<file path="src/logic/carrier_pkg.sv">
package carrier_pkg;

  // ----------------------------------------------------------------
  // Widths and reset values
  // ----------------------------------------------------------------
  localparam int COUNT_W = 8;                        // Counter and compare width
  localparam logic [7:0] COUNT_CLEAR = 8'h00;        // Counter cleared value
  localparam logic [7:0] COMPARE_RESET = 8'h01;      // Compare reset value
  localparam logic CARRIER_DEFAULT = 1'b0;           // Carrier default level

  // ----------------------------------------------------------------
  // Timing constants
  // ----------------------------------------------------------------
  localparam int SYNC_STAGES = 2;                    // Companion event synchroniser depth
  localparam int TRANSFER_DELAY = 2;                 // Count clocks from event rise to copy
  localparam int HIGH_SETTLE_CLOCKS = 3;             // Count clocks before new high value usable
  localparam logic [1:0] SETTLE_INIT = 2'h0;         // Settle counter start
  localparam logic [1:0] SETTLE_DONE = 2'h3;         // Settle counter saturation value

  // ----------------------------------------------------------------
  // Compare phase, one-hot
  // ----------------------------------------------------------------
  typedef enum logic [1:0] {
    PHASE_LOW  = 2'b01,                              // Comparing against low width
    PHASE_HIGH = 2'b10                               // Comparing against high width
  } phase_type;

  // ----------------------------------------------------------------
  // Configuration bundle from software
  // ----------------------------------------------------------------
  typedef struct packed {
    logic run_enable;                                // Timer run enable
    logic remote_mode;                               // Remote output mode
    logic [7:0] low_width;                           // Low width compare
    logic [7:0] high_width;                          // High width compare
  } config_type;

endpackage

</file>
<file path="src/logic/carrier_event_sync.sv">
`timescale 1ns/1ps
// ------------------------------------------------------------------
// Two-stage synchroniser plus rising-edge detect on the second stage
// ------------------------------------------------------------------
module carrier_event_sync #(
  parameter int STAGES = 2
) (
  input wire logic clock,
  input wire logic reset,
  input wire logic async_in,
  output logic level_out,
  output logic rise_out
);

  logic [STAGES-1:0] sync_q; // Stage 0 feeds only stage 1
  logic last_q; // Previous synchronised level

  // Shift chain; only the last stage is looked at by logic
  always_ff @(posedge clock or posedge reset) begin
    if (reset) begin
      sync_q <= '0;
    end else begin
      sync_q <= {sync_q[STAGES-2:0], async_in};
    end
  end

  // Remember last level for edge detect
  always_ff @(posedge clock or posedge reset) begin
    if (reset) begin
      last_q <= 1'b0;
    end else begin
      last_q <= sync_q[STAGES-1];
    end
  end

  assign level_out = sync_q[STAGES-1];
  assign rise_out = sync_q[STAGES-1] & ~last_q;

endmodule

</file>
<file path="src/logic/carrier_generator_timer.sv">
`timescale 1ns/1ps
module carrier_generator_timer (
  input wire logic CLOCK,
  input wire logic RESET,
  input wire logic RUN_ENABLE,
  input wire logic REMOTE_MODE,
  input wire logic [7:0] LOW_WIDTH_COMPARE,
  input wire logic [7:0] HIGH_WIDTH_COMPARE,
  input wire logic HIGH_WIDTH_WRITE,
  input wire logic BUFFER_WRITE,
  input wire logic BUFFER_WRITE_DATA,
  input wire logic COMPANION_MATCH_IRQ,
  output logic CARRIER_OUT_PIN,
  output logic TIMER_MATCH_IRQ,
  output logic SYNCED_COMPANION_EVENT,
  output logic CARRIER_ENABLE_BUFFER,
  output logic CARRIER_ENABLE_ACTIVE,
  output logic [7:0] COUNT_VALUE
);

  // ----------------------------------------------------------------
  // Declarations
  // ----------------------------------------------------------------
  carrier_pkg::config_type cfg; // Grouped software settings
  carrier_pkg::phase_type phase_q; // Which compare is live
  logic [7:0] count_q; // Timer counter
  logic carrier_q; // Raw carrier clock
  logic gate_q; // Output gate that follows active bit while carrier is low
  logic buffer_q; // Buffered enable
  logic active_q; // Active enable
  logic [7:0] high_live_q; // High compare in use
  logic [7:0] high_pend_q; // Latched new high value
  logic pend_valid_q; // A new high value waits
  logic [1:0] settle_q; // Count clocks since high write
  logic [1:0] xfer_q; // Transfer delay pipe
  logic irq_q; // Registered timer match pulse
  logic sync_level; // Synced companion irq level
  logic sync_rise; // Rising edge of synced event
  logic match; // Counter equals live compare
  logic [7:0] compare_now; // Live compare value

  assign cfg = '{run_enable: RUN_ENABLE, remote_mode: REMOTE_MODE,
                 low_width: LOW_WIDTH_COMPARE, high_width: HIGH_WIDTH_COMPARE};

  // ----------------------------------------------------------------
  // Companion event crossing
  // ----------------------------------------------------------------
  carrier_event_sync #(
    .STAGES(carrier_pkg::SYNC_STAGES)
  ) u_sync (
    .clock(CLOCK),
    .reset(RESET),
    .async_in(COMPANION_MATCH_IRQ),
    .level_out(sync_level),
    .rise_out(sync_rise)
  );

  // ----------------------------------------------------------------
  // Compare selection
  // ----------------------------------------------------------------
  // Low register times the low half, high the high half
  assign compare_now = (phase_q == carrier_pkg::PHASE_LOW) ? cfg.low_width : high_live_q;
  assign match = cfg.run_enable & (count_q == compare_now);

  // Counter: runs while enabled, cleared on any match
  always_ff @(posedge CLOCK or posedge RESET) begin
    if (RESET) begin
      count_q <= carrier_pkg::COUNT_CLEAR;
    end else if (!cfg.run_enable) begin
      count_q <= carrier_pkg::COUNT_CLEAR;
    end else if (match) begin
      count_q <= carrier_pkg::COUNT_CLEAR;
    end else begin
      count_q <= count_q + 8'h01;
    end
  end

  // Phase: low first after start, toggled by each match
  always_ff @(posedge CLOCK or posedge RESET) begin
    if (RESET) begin
      phase_q <= carrier_pkg::PHASE_LOW;
    end else if (!cfg.run_enable) begin
      phase_q <= carrier_pkg::PHASE_LOW;
    end else if (match) begin
      unique case (phase_q)
        carrier_pkg::PHASE_LOW: begin
          phase_q <= carrier_pkg::PHASE_HIGH;
        end
        carrier_pkg::PHASE_HIGH: begin
          phase_q <= carrier_pkg::PHASE_LOW;
        end
        default: begin
          phase_q <= carrier_pkg::PHASE_LOW;
        end
      endcase
    end
  end

  // Carrier toggles on every match, so period is N+1 low plus M+1 high
  always_ff @(posedge CLOCK or posedge RESET) begin
    if (RESET) begin
      carrier_q <= carrier_pkg::CARRIER_DEFAULT;
    end else if (!cfg.run_enable) begin
      carrier_q <= carrier_pkg::CARRIER_DEFAULT;
    end else if (match) begin
      carrier_q <= ~carrier_q;
    end
  end

  // Timer match pulse on each match
  always_ff @(posedge CLOCK or posedge RESET) begin
    if (RESET) begin
      irq_q <= 1'b0;
    end else begin
      irq_q <= match;
    end
  end

  // ----------------------------------------------------------------
  // High width compare reload
  // ----------------------------------------------------------------
  // Any write restarts the settle count; three clocks are needed
  always_ff @(posedge CLOCK or posedge RESET) begin
    if (RESET) begin
      settle_q <= carrier_pkg::SETTLE_INIT;
    end else if (HIGH_WIDTH_WRITE) begin
      settle_q <= carrier_pkg::SETTLE_INIT;
    end else if (settle_q != carrier_pkg::SETTLE_DONE) begin
      settle_q <= settle_q + 2'h1;
    end
  end

  // Latch new value; while stopped it loads directly, which is why a restart needs a write
  always_ff @(posedge CLOCK or posedge RESET) begin
    if (RESET) begin
      high_pend_q <= carrier_pkg::COMPARE_RESET;
      pend_valid_q <= 1'b0;
      high_live_q <= carrier_pkg::COMPARE_RESET;
    end else if (HIGH_WIDTH_WRITE) begin
      high_pend_q <= cfg.high_width;
      pend_valid_q <= 1'b1;
      if (!cfg.run_enable) begin
        high_live_q <= cfg.high_width;
      end
    end else if (pend_valid_q && match && phase_q == carrier_pkg::PHASE_HIGH
                 && settle_q == carrier_pkg::SETTLE_DONE) begin
      high_live_q <= high_pend_q;
      pend_valid_q <= 1'b0;
    end else if (pend_valid_q && !cfg.run_enable && settle_q == carrier_pkg::SETTLE_DONE) begin
      high_live_q <= high_pend_q;
      pend_valid_q <= 1'b0;
    end
  end

  // ----------------------------------------------------------------
  // Master/slave carrier enable
  // ----------------------------------------------------------------
  // Software writes the buffer only
  always_ff @(posedge CLOCK or posedge RESET) begin
    if (RESET) begin
      buffer_q <= 1'b0;
    end else if (BUFFER_WRITE) begin
      buffer_q <= BUFFER_WRITE_DATA;
    end
  end

  // Delay pipe: copy lands on second clock after the event rise
  always_ff @(posedge CLOCK or posedge RESET) begin
    if (RESET) begin
      xfer_q <= 2'b00;
    end else begin
      xfer_q <= {xfer_q[0], sync_rise};
    end
  end

  // Active bit only changes by transfer
  always_ff @(posedge CLOCK or posedge RESET) begin
    if (RESET) begin
      active_q <= 1'b0;
    end else if (xfer_q[carrier_pkg::TRANSFER_DELAY-2]) begin
      active_q <= buffer_q;
    end
  end

  // Gate opens and closes only while carrier is low or the timer is stopped, keeping whole high pulses
  always_ff @(posedge CLOCK or posedge RESET) begin
    if (RESET) begin
      gate_q <= 1'b0;
    end else if (!carrier_q || !cfg.run_enable) begin
      gate_q <= active_q;
    end
  end

  // ----------------------------------------------------------------
  // Output pin
  // ----------------------------------------------------------------
  // Remote off: level from active bit; remote on: gated carrier
  always_ff @(posedge CLOCK or posedge RESET) begin
    if (RESET) begin
      CARRIER_OUT_PIN <= carrier_pkg::CARRIER_DEFAULT;
    end else if (!cfg.remote_mode) begin
      CARRIER_OUT_PIN <= active_q;
    end else begin
      CARRIER_OUT_PIN <= gate_q & carrier_q;
    end
  end

  // Status outputs, all registered
  always_ff @(posedge CLOCK or posedge RESET) begin
    if (RESET) begin
      TIMER_MATCH_IRQ <= 1'b0;
      SYNCED_COMPANION_EVENT <= 1'b0;
      CARRIER_ENABLE_BUFFER <= 1'b0;
      CARRIER_ENABLE_ACTIVE <= 1'b0;
      COUNT_VALUE <= carrier_pkg::COUNT_CLEAR;
    end else begin
      TIMER_MATCH_IRQ <= irq_q;
      SYNCED_COMPANION_EVENT <= sync_level;
      CARRIER_ENABLE_BUFFER <= buffer_q;
      CARRIER_ENABLE_ACTIVE <= active_q;
      COUNT_VALUE <= count_q;
    end
  end

endmodule

</file>
<file path="config.mk">
export PLATFORM = sky130hd
export DESIGN_NAME = carrier_generator_timer
export DESIGN_NICKNAME = d
export VERILOG_FILES = /design/src/logic/carrier_pkg.sv /design/src/logic/carrier_event_sync.sv /design/src/logic/carrier_generator_timer.sv
export SDC_FILE = /design/constraint.sdc
export NUM_CORES = 1
export LEC_CHECK = 0
export BUFFER_PORTS_ARGS = -buffer_cell sky130_fd_sc_hd__buf_2
export CAP_MARGIN = 0
export CORE_MARGIN = 2
export CORE_UTILIZATION = 43
export CTS_CLUSTER_DIAMETER = 60
export CTS_CLUSTER_SIZE = 28
export DETAILED_ROUTE_END_ITERATION = 16
export GPL_TIMING_DRIVEN = 1
export SLEW_MARGIN = 20
export SYNTH_ARGS = -nofsm -noshare
export SYNTH_HDL_FRONTEND = slang
export SYNTH_SLANG_ARGS = --single-unit
</file>
<file path="constraint.sdc">
create_clock -name CLOCK -period 3.7 [get_ports CLOCK]
set_input_delay 0.185 -clock CLOCK [delete_from_list [all_inputs] [get_ports CLOCK]]
set_output_delay 0.185 -clock CLOCK [all_outputs]
set_load 0.02 [all_outputs]
</file>
==> results by group <==
Timing
  – Worst relative slew slack: 44.5%
  – RSZ-0062 raised after global routing: false
  – Final Hold Fails: 0
  – Tmin final: 2.04 ns
  – Max frequency: 0.489 GHz
  – Final Cycle Share: 55.2%
  – Final clock skew: 0.00535 ns
  – Worst-margin pin slew: 0.832 ns
  – # setup viols final: 0
  – Min Hold Slack: 0.0134 ns
  – Slew Viols, Final: 0
  – Sum Neg Setup Slack: 0 ns

Clock network
  – CTS buffer count: 5
  – CTS tree: done
  – Clock root buffer: clkbuf_8
  – Clk_lat worst skew: 0.30 ns
  – Clock transition at path regs: 0.08 ns
  – CTS Buffer Depth: 2
  – H-tree Lvls: 2
  – CTS sink cnt: 50

Logic synthesis
  – Yosys warnings: 0
  – Seq cells post-synth: 50
  – Synth Area in Adders: 1.22%
  – Distinct cells, synth: 32
  – Synthesized area: 2050 um^2
  – Syn Nets: 181
  – Cells after synthesis: 155
  – Post-synthesis sequential area ratio: 61.1%
  – Synth Area in Compound Gates: 4.87%
  – Post-synthesis mux area share: 10.8%
  – Xor/xnor cell area share of the yosys netlist: 9.81%
  – Simple-gate area share of the yosys netlist: 10.4%
  – Main combinational cell family by area after synthesis: multiplexers
  – Post-Syn Area per Cell: 13.3 um^2

Worst hold path
  – Min-delay worst type: input port to asynchronous set/reset pin

Global route
  – GR Util All Layers: 14.8%
  – First-pass GRT wire length: 5.84 mm
  – Largest net degree at the start of global routing: 51
  – Initial antenna violation count: 0
  – Gr ovfl total: 0
  – Vias in the first global route: 1247

Finish
  – Layout Nets: 222
  – ANT cells: 0
  – Syn-to-layout area delta: 15.2%
  – Multi-input gate area: 762 um^2
  – Fillers: 423
  – Fin util: 50.8%
  – Final Cell Area: 2370 um^2
  – Ratio of cells with drive above 1 in the final layout: 34.0%
  – Register area: 1250 um^2

Placement
  – Post-Place Cell Area: 2280 um^2
  – HPWL after DPL: 2.51 mm
  – Final GP Congestion: 0.747
  – Port Buffers: 36

Detailed routing
  – Avg WL per Cell: 13.9 um
  – Top layer in use: met4
  – Routed vias: 1247
  – Final WL: 3.50 mm
  – WL met2: 1.67 mm
  – M1 WL: 1.62 mm
  – Vias per cell: 4.97
  – Routed Antenna Nets: 0
  – Pre-antenna DRT Iters: 4
  – DR WL met3: 156 um
  – DRC: 0
  – Drt first-iter violations: 58

Setup path
  – Worst Path Required: 3.89 ns
  – Worst Setup Start Kind: register
  – Worst setup EP type: register
  – Crit-path max FO: 8
  – Setup CP Type: register to register
  – Crit path DAT: 2.24 ns

Floorplanning
  – Die Width: 73.1 um
  – CORE AREA: 4660 um^2
  – Die height: 73.1 um
  – Starting density of the core: 44.1%
  – Io pins: 37
  – Rows: 25
  – Die ar.: 5350 um^2

Pwr
  – Int Pwr: 0.000805 W
  – Net Sw Power: 0.000271 W
  – PD cells: 455 nW/um^2
  – Leak pwr: 1.13 nW
  – Clock network power share: 27.8%
  – Comb power frac: 13.3%
  – Sequential Power Share: 58.9%
  – Max VDD drop: 0.186 mV
  – Net Sw Frac: 25.2%

Run
  – Maxcap violations: 0

Status
  – Status: finished clean
power by group through the flow:
stage | clock, W | sequential, W | combinational (W)
global route | 0.000335 | 0.000642 | 0.000160
global placement | 0 | 0.000642 | 0.000139
CTS | 0.000311 | 0.000635 | 0.000147
detailed placement | 0 | 0.000646 | 0.000145
finish | 0.000299 | 0.000634 | 0.000143
floorplan | 0 | 0.000643 | 0.000100
cell type report:
| class | instances | area share, % |
|---|---|---|
| sequential | 50 | 53.0 |
| multi-input combinational | 99 | 32.2 |
| timing repair buffer | 37 | 8.03 |
| clock buffer | 8 | 3.38 |
| tap | 54 | 2.85 |
| inverter | 3 | 0.529 |
registers in the layout (all words and copies together) (netlist names):
signal                 cells
CARRIER_ENABLE_BUFFER      1
CARRIER_OUT_PIN            1
active_q                   1
carrier_q                  1
settle_q                   2
pend_valid_q               1
xfer_q                     1
gate_q                     1
irq_q                      1
count_q                    8
TIMER_MATCH_IRQ            1
high_live_q                8
high_pend_q                8
u_sync.sync_q              2
CARRIER_ENABLE_ACTIVE      1
COUNT_VALUE                8
phase_q                    2
buffer_q                   1
u_sync.last_q              1
critical path, stage by stage, from the launching register on:
cell and delay, ns:
dfrtp_1 0.45, xor2_1 0.17, nor4_1 0.50, nand4_1 0.25
o221ai_4 0.18, mux2_2 0.38
cells in the final DEF, fill, tap and decap left out, drive strengths merged:
master,n
nand3,4
clkbuf,8
nand2,6
nor3,2
and3,3
clkinv,1
o2bb2ai,1
a211oi,1
or2b,1
mux2,18
dfrtp,47
nand4,1
xor2,20
nor2b,2
dlygate4sd3,1
ha,2
xnor2,3
inv,2
dfstp,3
and2,1
and2b,1
o21ai,4
buf,36
mux2i,2
o221ai,1
nor2,15
nand2b,4
a22oi,2
nor4,2
a2bb2oi,1
a21oi,2
routing by layer:
| metal | up-vias | track usage [%] |
|---|---|---|
| met3 | 5 | 4.70 |
| met1 | 615 | 19.4 |
| li1 | 600 | - |
| met4 | 0 | 6.79 |
| met2 | 27 | 22.3 |
| met5 | - | 0 |
cell families (layout without fill, tap and decap cells):
logic type / count (synthesis) / count (layout)
flip-flops: 50 / 50
AO/OA/AOI/OAI: 12 / 12
buffers and inverters: 6 / 48
AND/OR/NAND/NOR: 42 / 42
XOR/XNOR: 23 / 23
adder cells (fa/ha/maj): 2 / 2
multiplexers: 20 / 20
through the flow:
| step | setup WS [ns] | std cells | total power [W] |
|---|---|---|---|
| 6_report | 1.66 | 251 | 0.00108 |
| 5_1_grt | 1.51 | 251 | 0.00114 |
| 4_1_cts | 1.68 | 251 | 0.00109 |
| 3_5_place_dp | 1.68 | 242 | 0.000791 |
| 3_3_place_gp | 1.70 | 242 | 0.000781 |
| 2_1_floorplan | 1.88 | 155 | 0.000743 |
path summary, 6_finish.rpt:
check	start	endpoint	slack, ns	depth (start not counted)
min in group CLOCK	REMOTE_MODE	CARRIER_OUT_PIN	0.07	2
hold reg to reg	irq_q	TIMER_MATCH_IRQ	0.35	0
hold / removal	RESET	u_sync.sync_q[0]	0.01	2
setup reg to reg	count_q[5]	high_live_q[4]	1.66	5
max in group asynchronous	RESET	COUNT_VALUE[0]	3.19	2
setup / recovery	count_q[5]	high_live_q[4]	1.66	5
synthesized netlist by cell type:
library cell,number,area [um^2]
nor4_1,1,6.26
and2_1,1,6.26
and3_2,1,7.51
nor3_1,2,10.0
a22oi_1,2,15.0
nand4_1,1,6.26
nor2b_1,2,12.5
or2b_1,1,7.51
dfstp_2,3,78.8
a2bb2oi_1,1,8.76
a21oi_1,2,10.0
nor2_1,15,56.3
nand2b_1,4,25.0
nand3_1,4,20.0
xnor2_1,3,26.3
dfrtp_1,47,1180
and3_1,2,12.5
nand2_1,6,22.5
nor4_2,1,12.5
inv_1,3,11.3
o21ai_0,3,15.0
mux2_2,18,203
a211oi_1,1,7.51
o2bb2ai_1,1,8.76
o21ai_2,1,8.76
buf_6,1,11.3
buf_4,2,15.0
and2b_1,1,7.51
o221ai_4,1,26.3
mux2i_1,2,20.0
xor2_1,20,175
ha_1,2,25.0
repair_timing:
action	in CTS	in global routing
hold endpoints to repair	1	0
hold buffers	1	0
buffers inserted	0	0
resized for setup	0	0
Power figures use the tool's default switching activity.
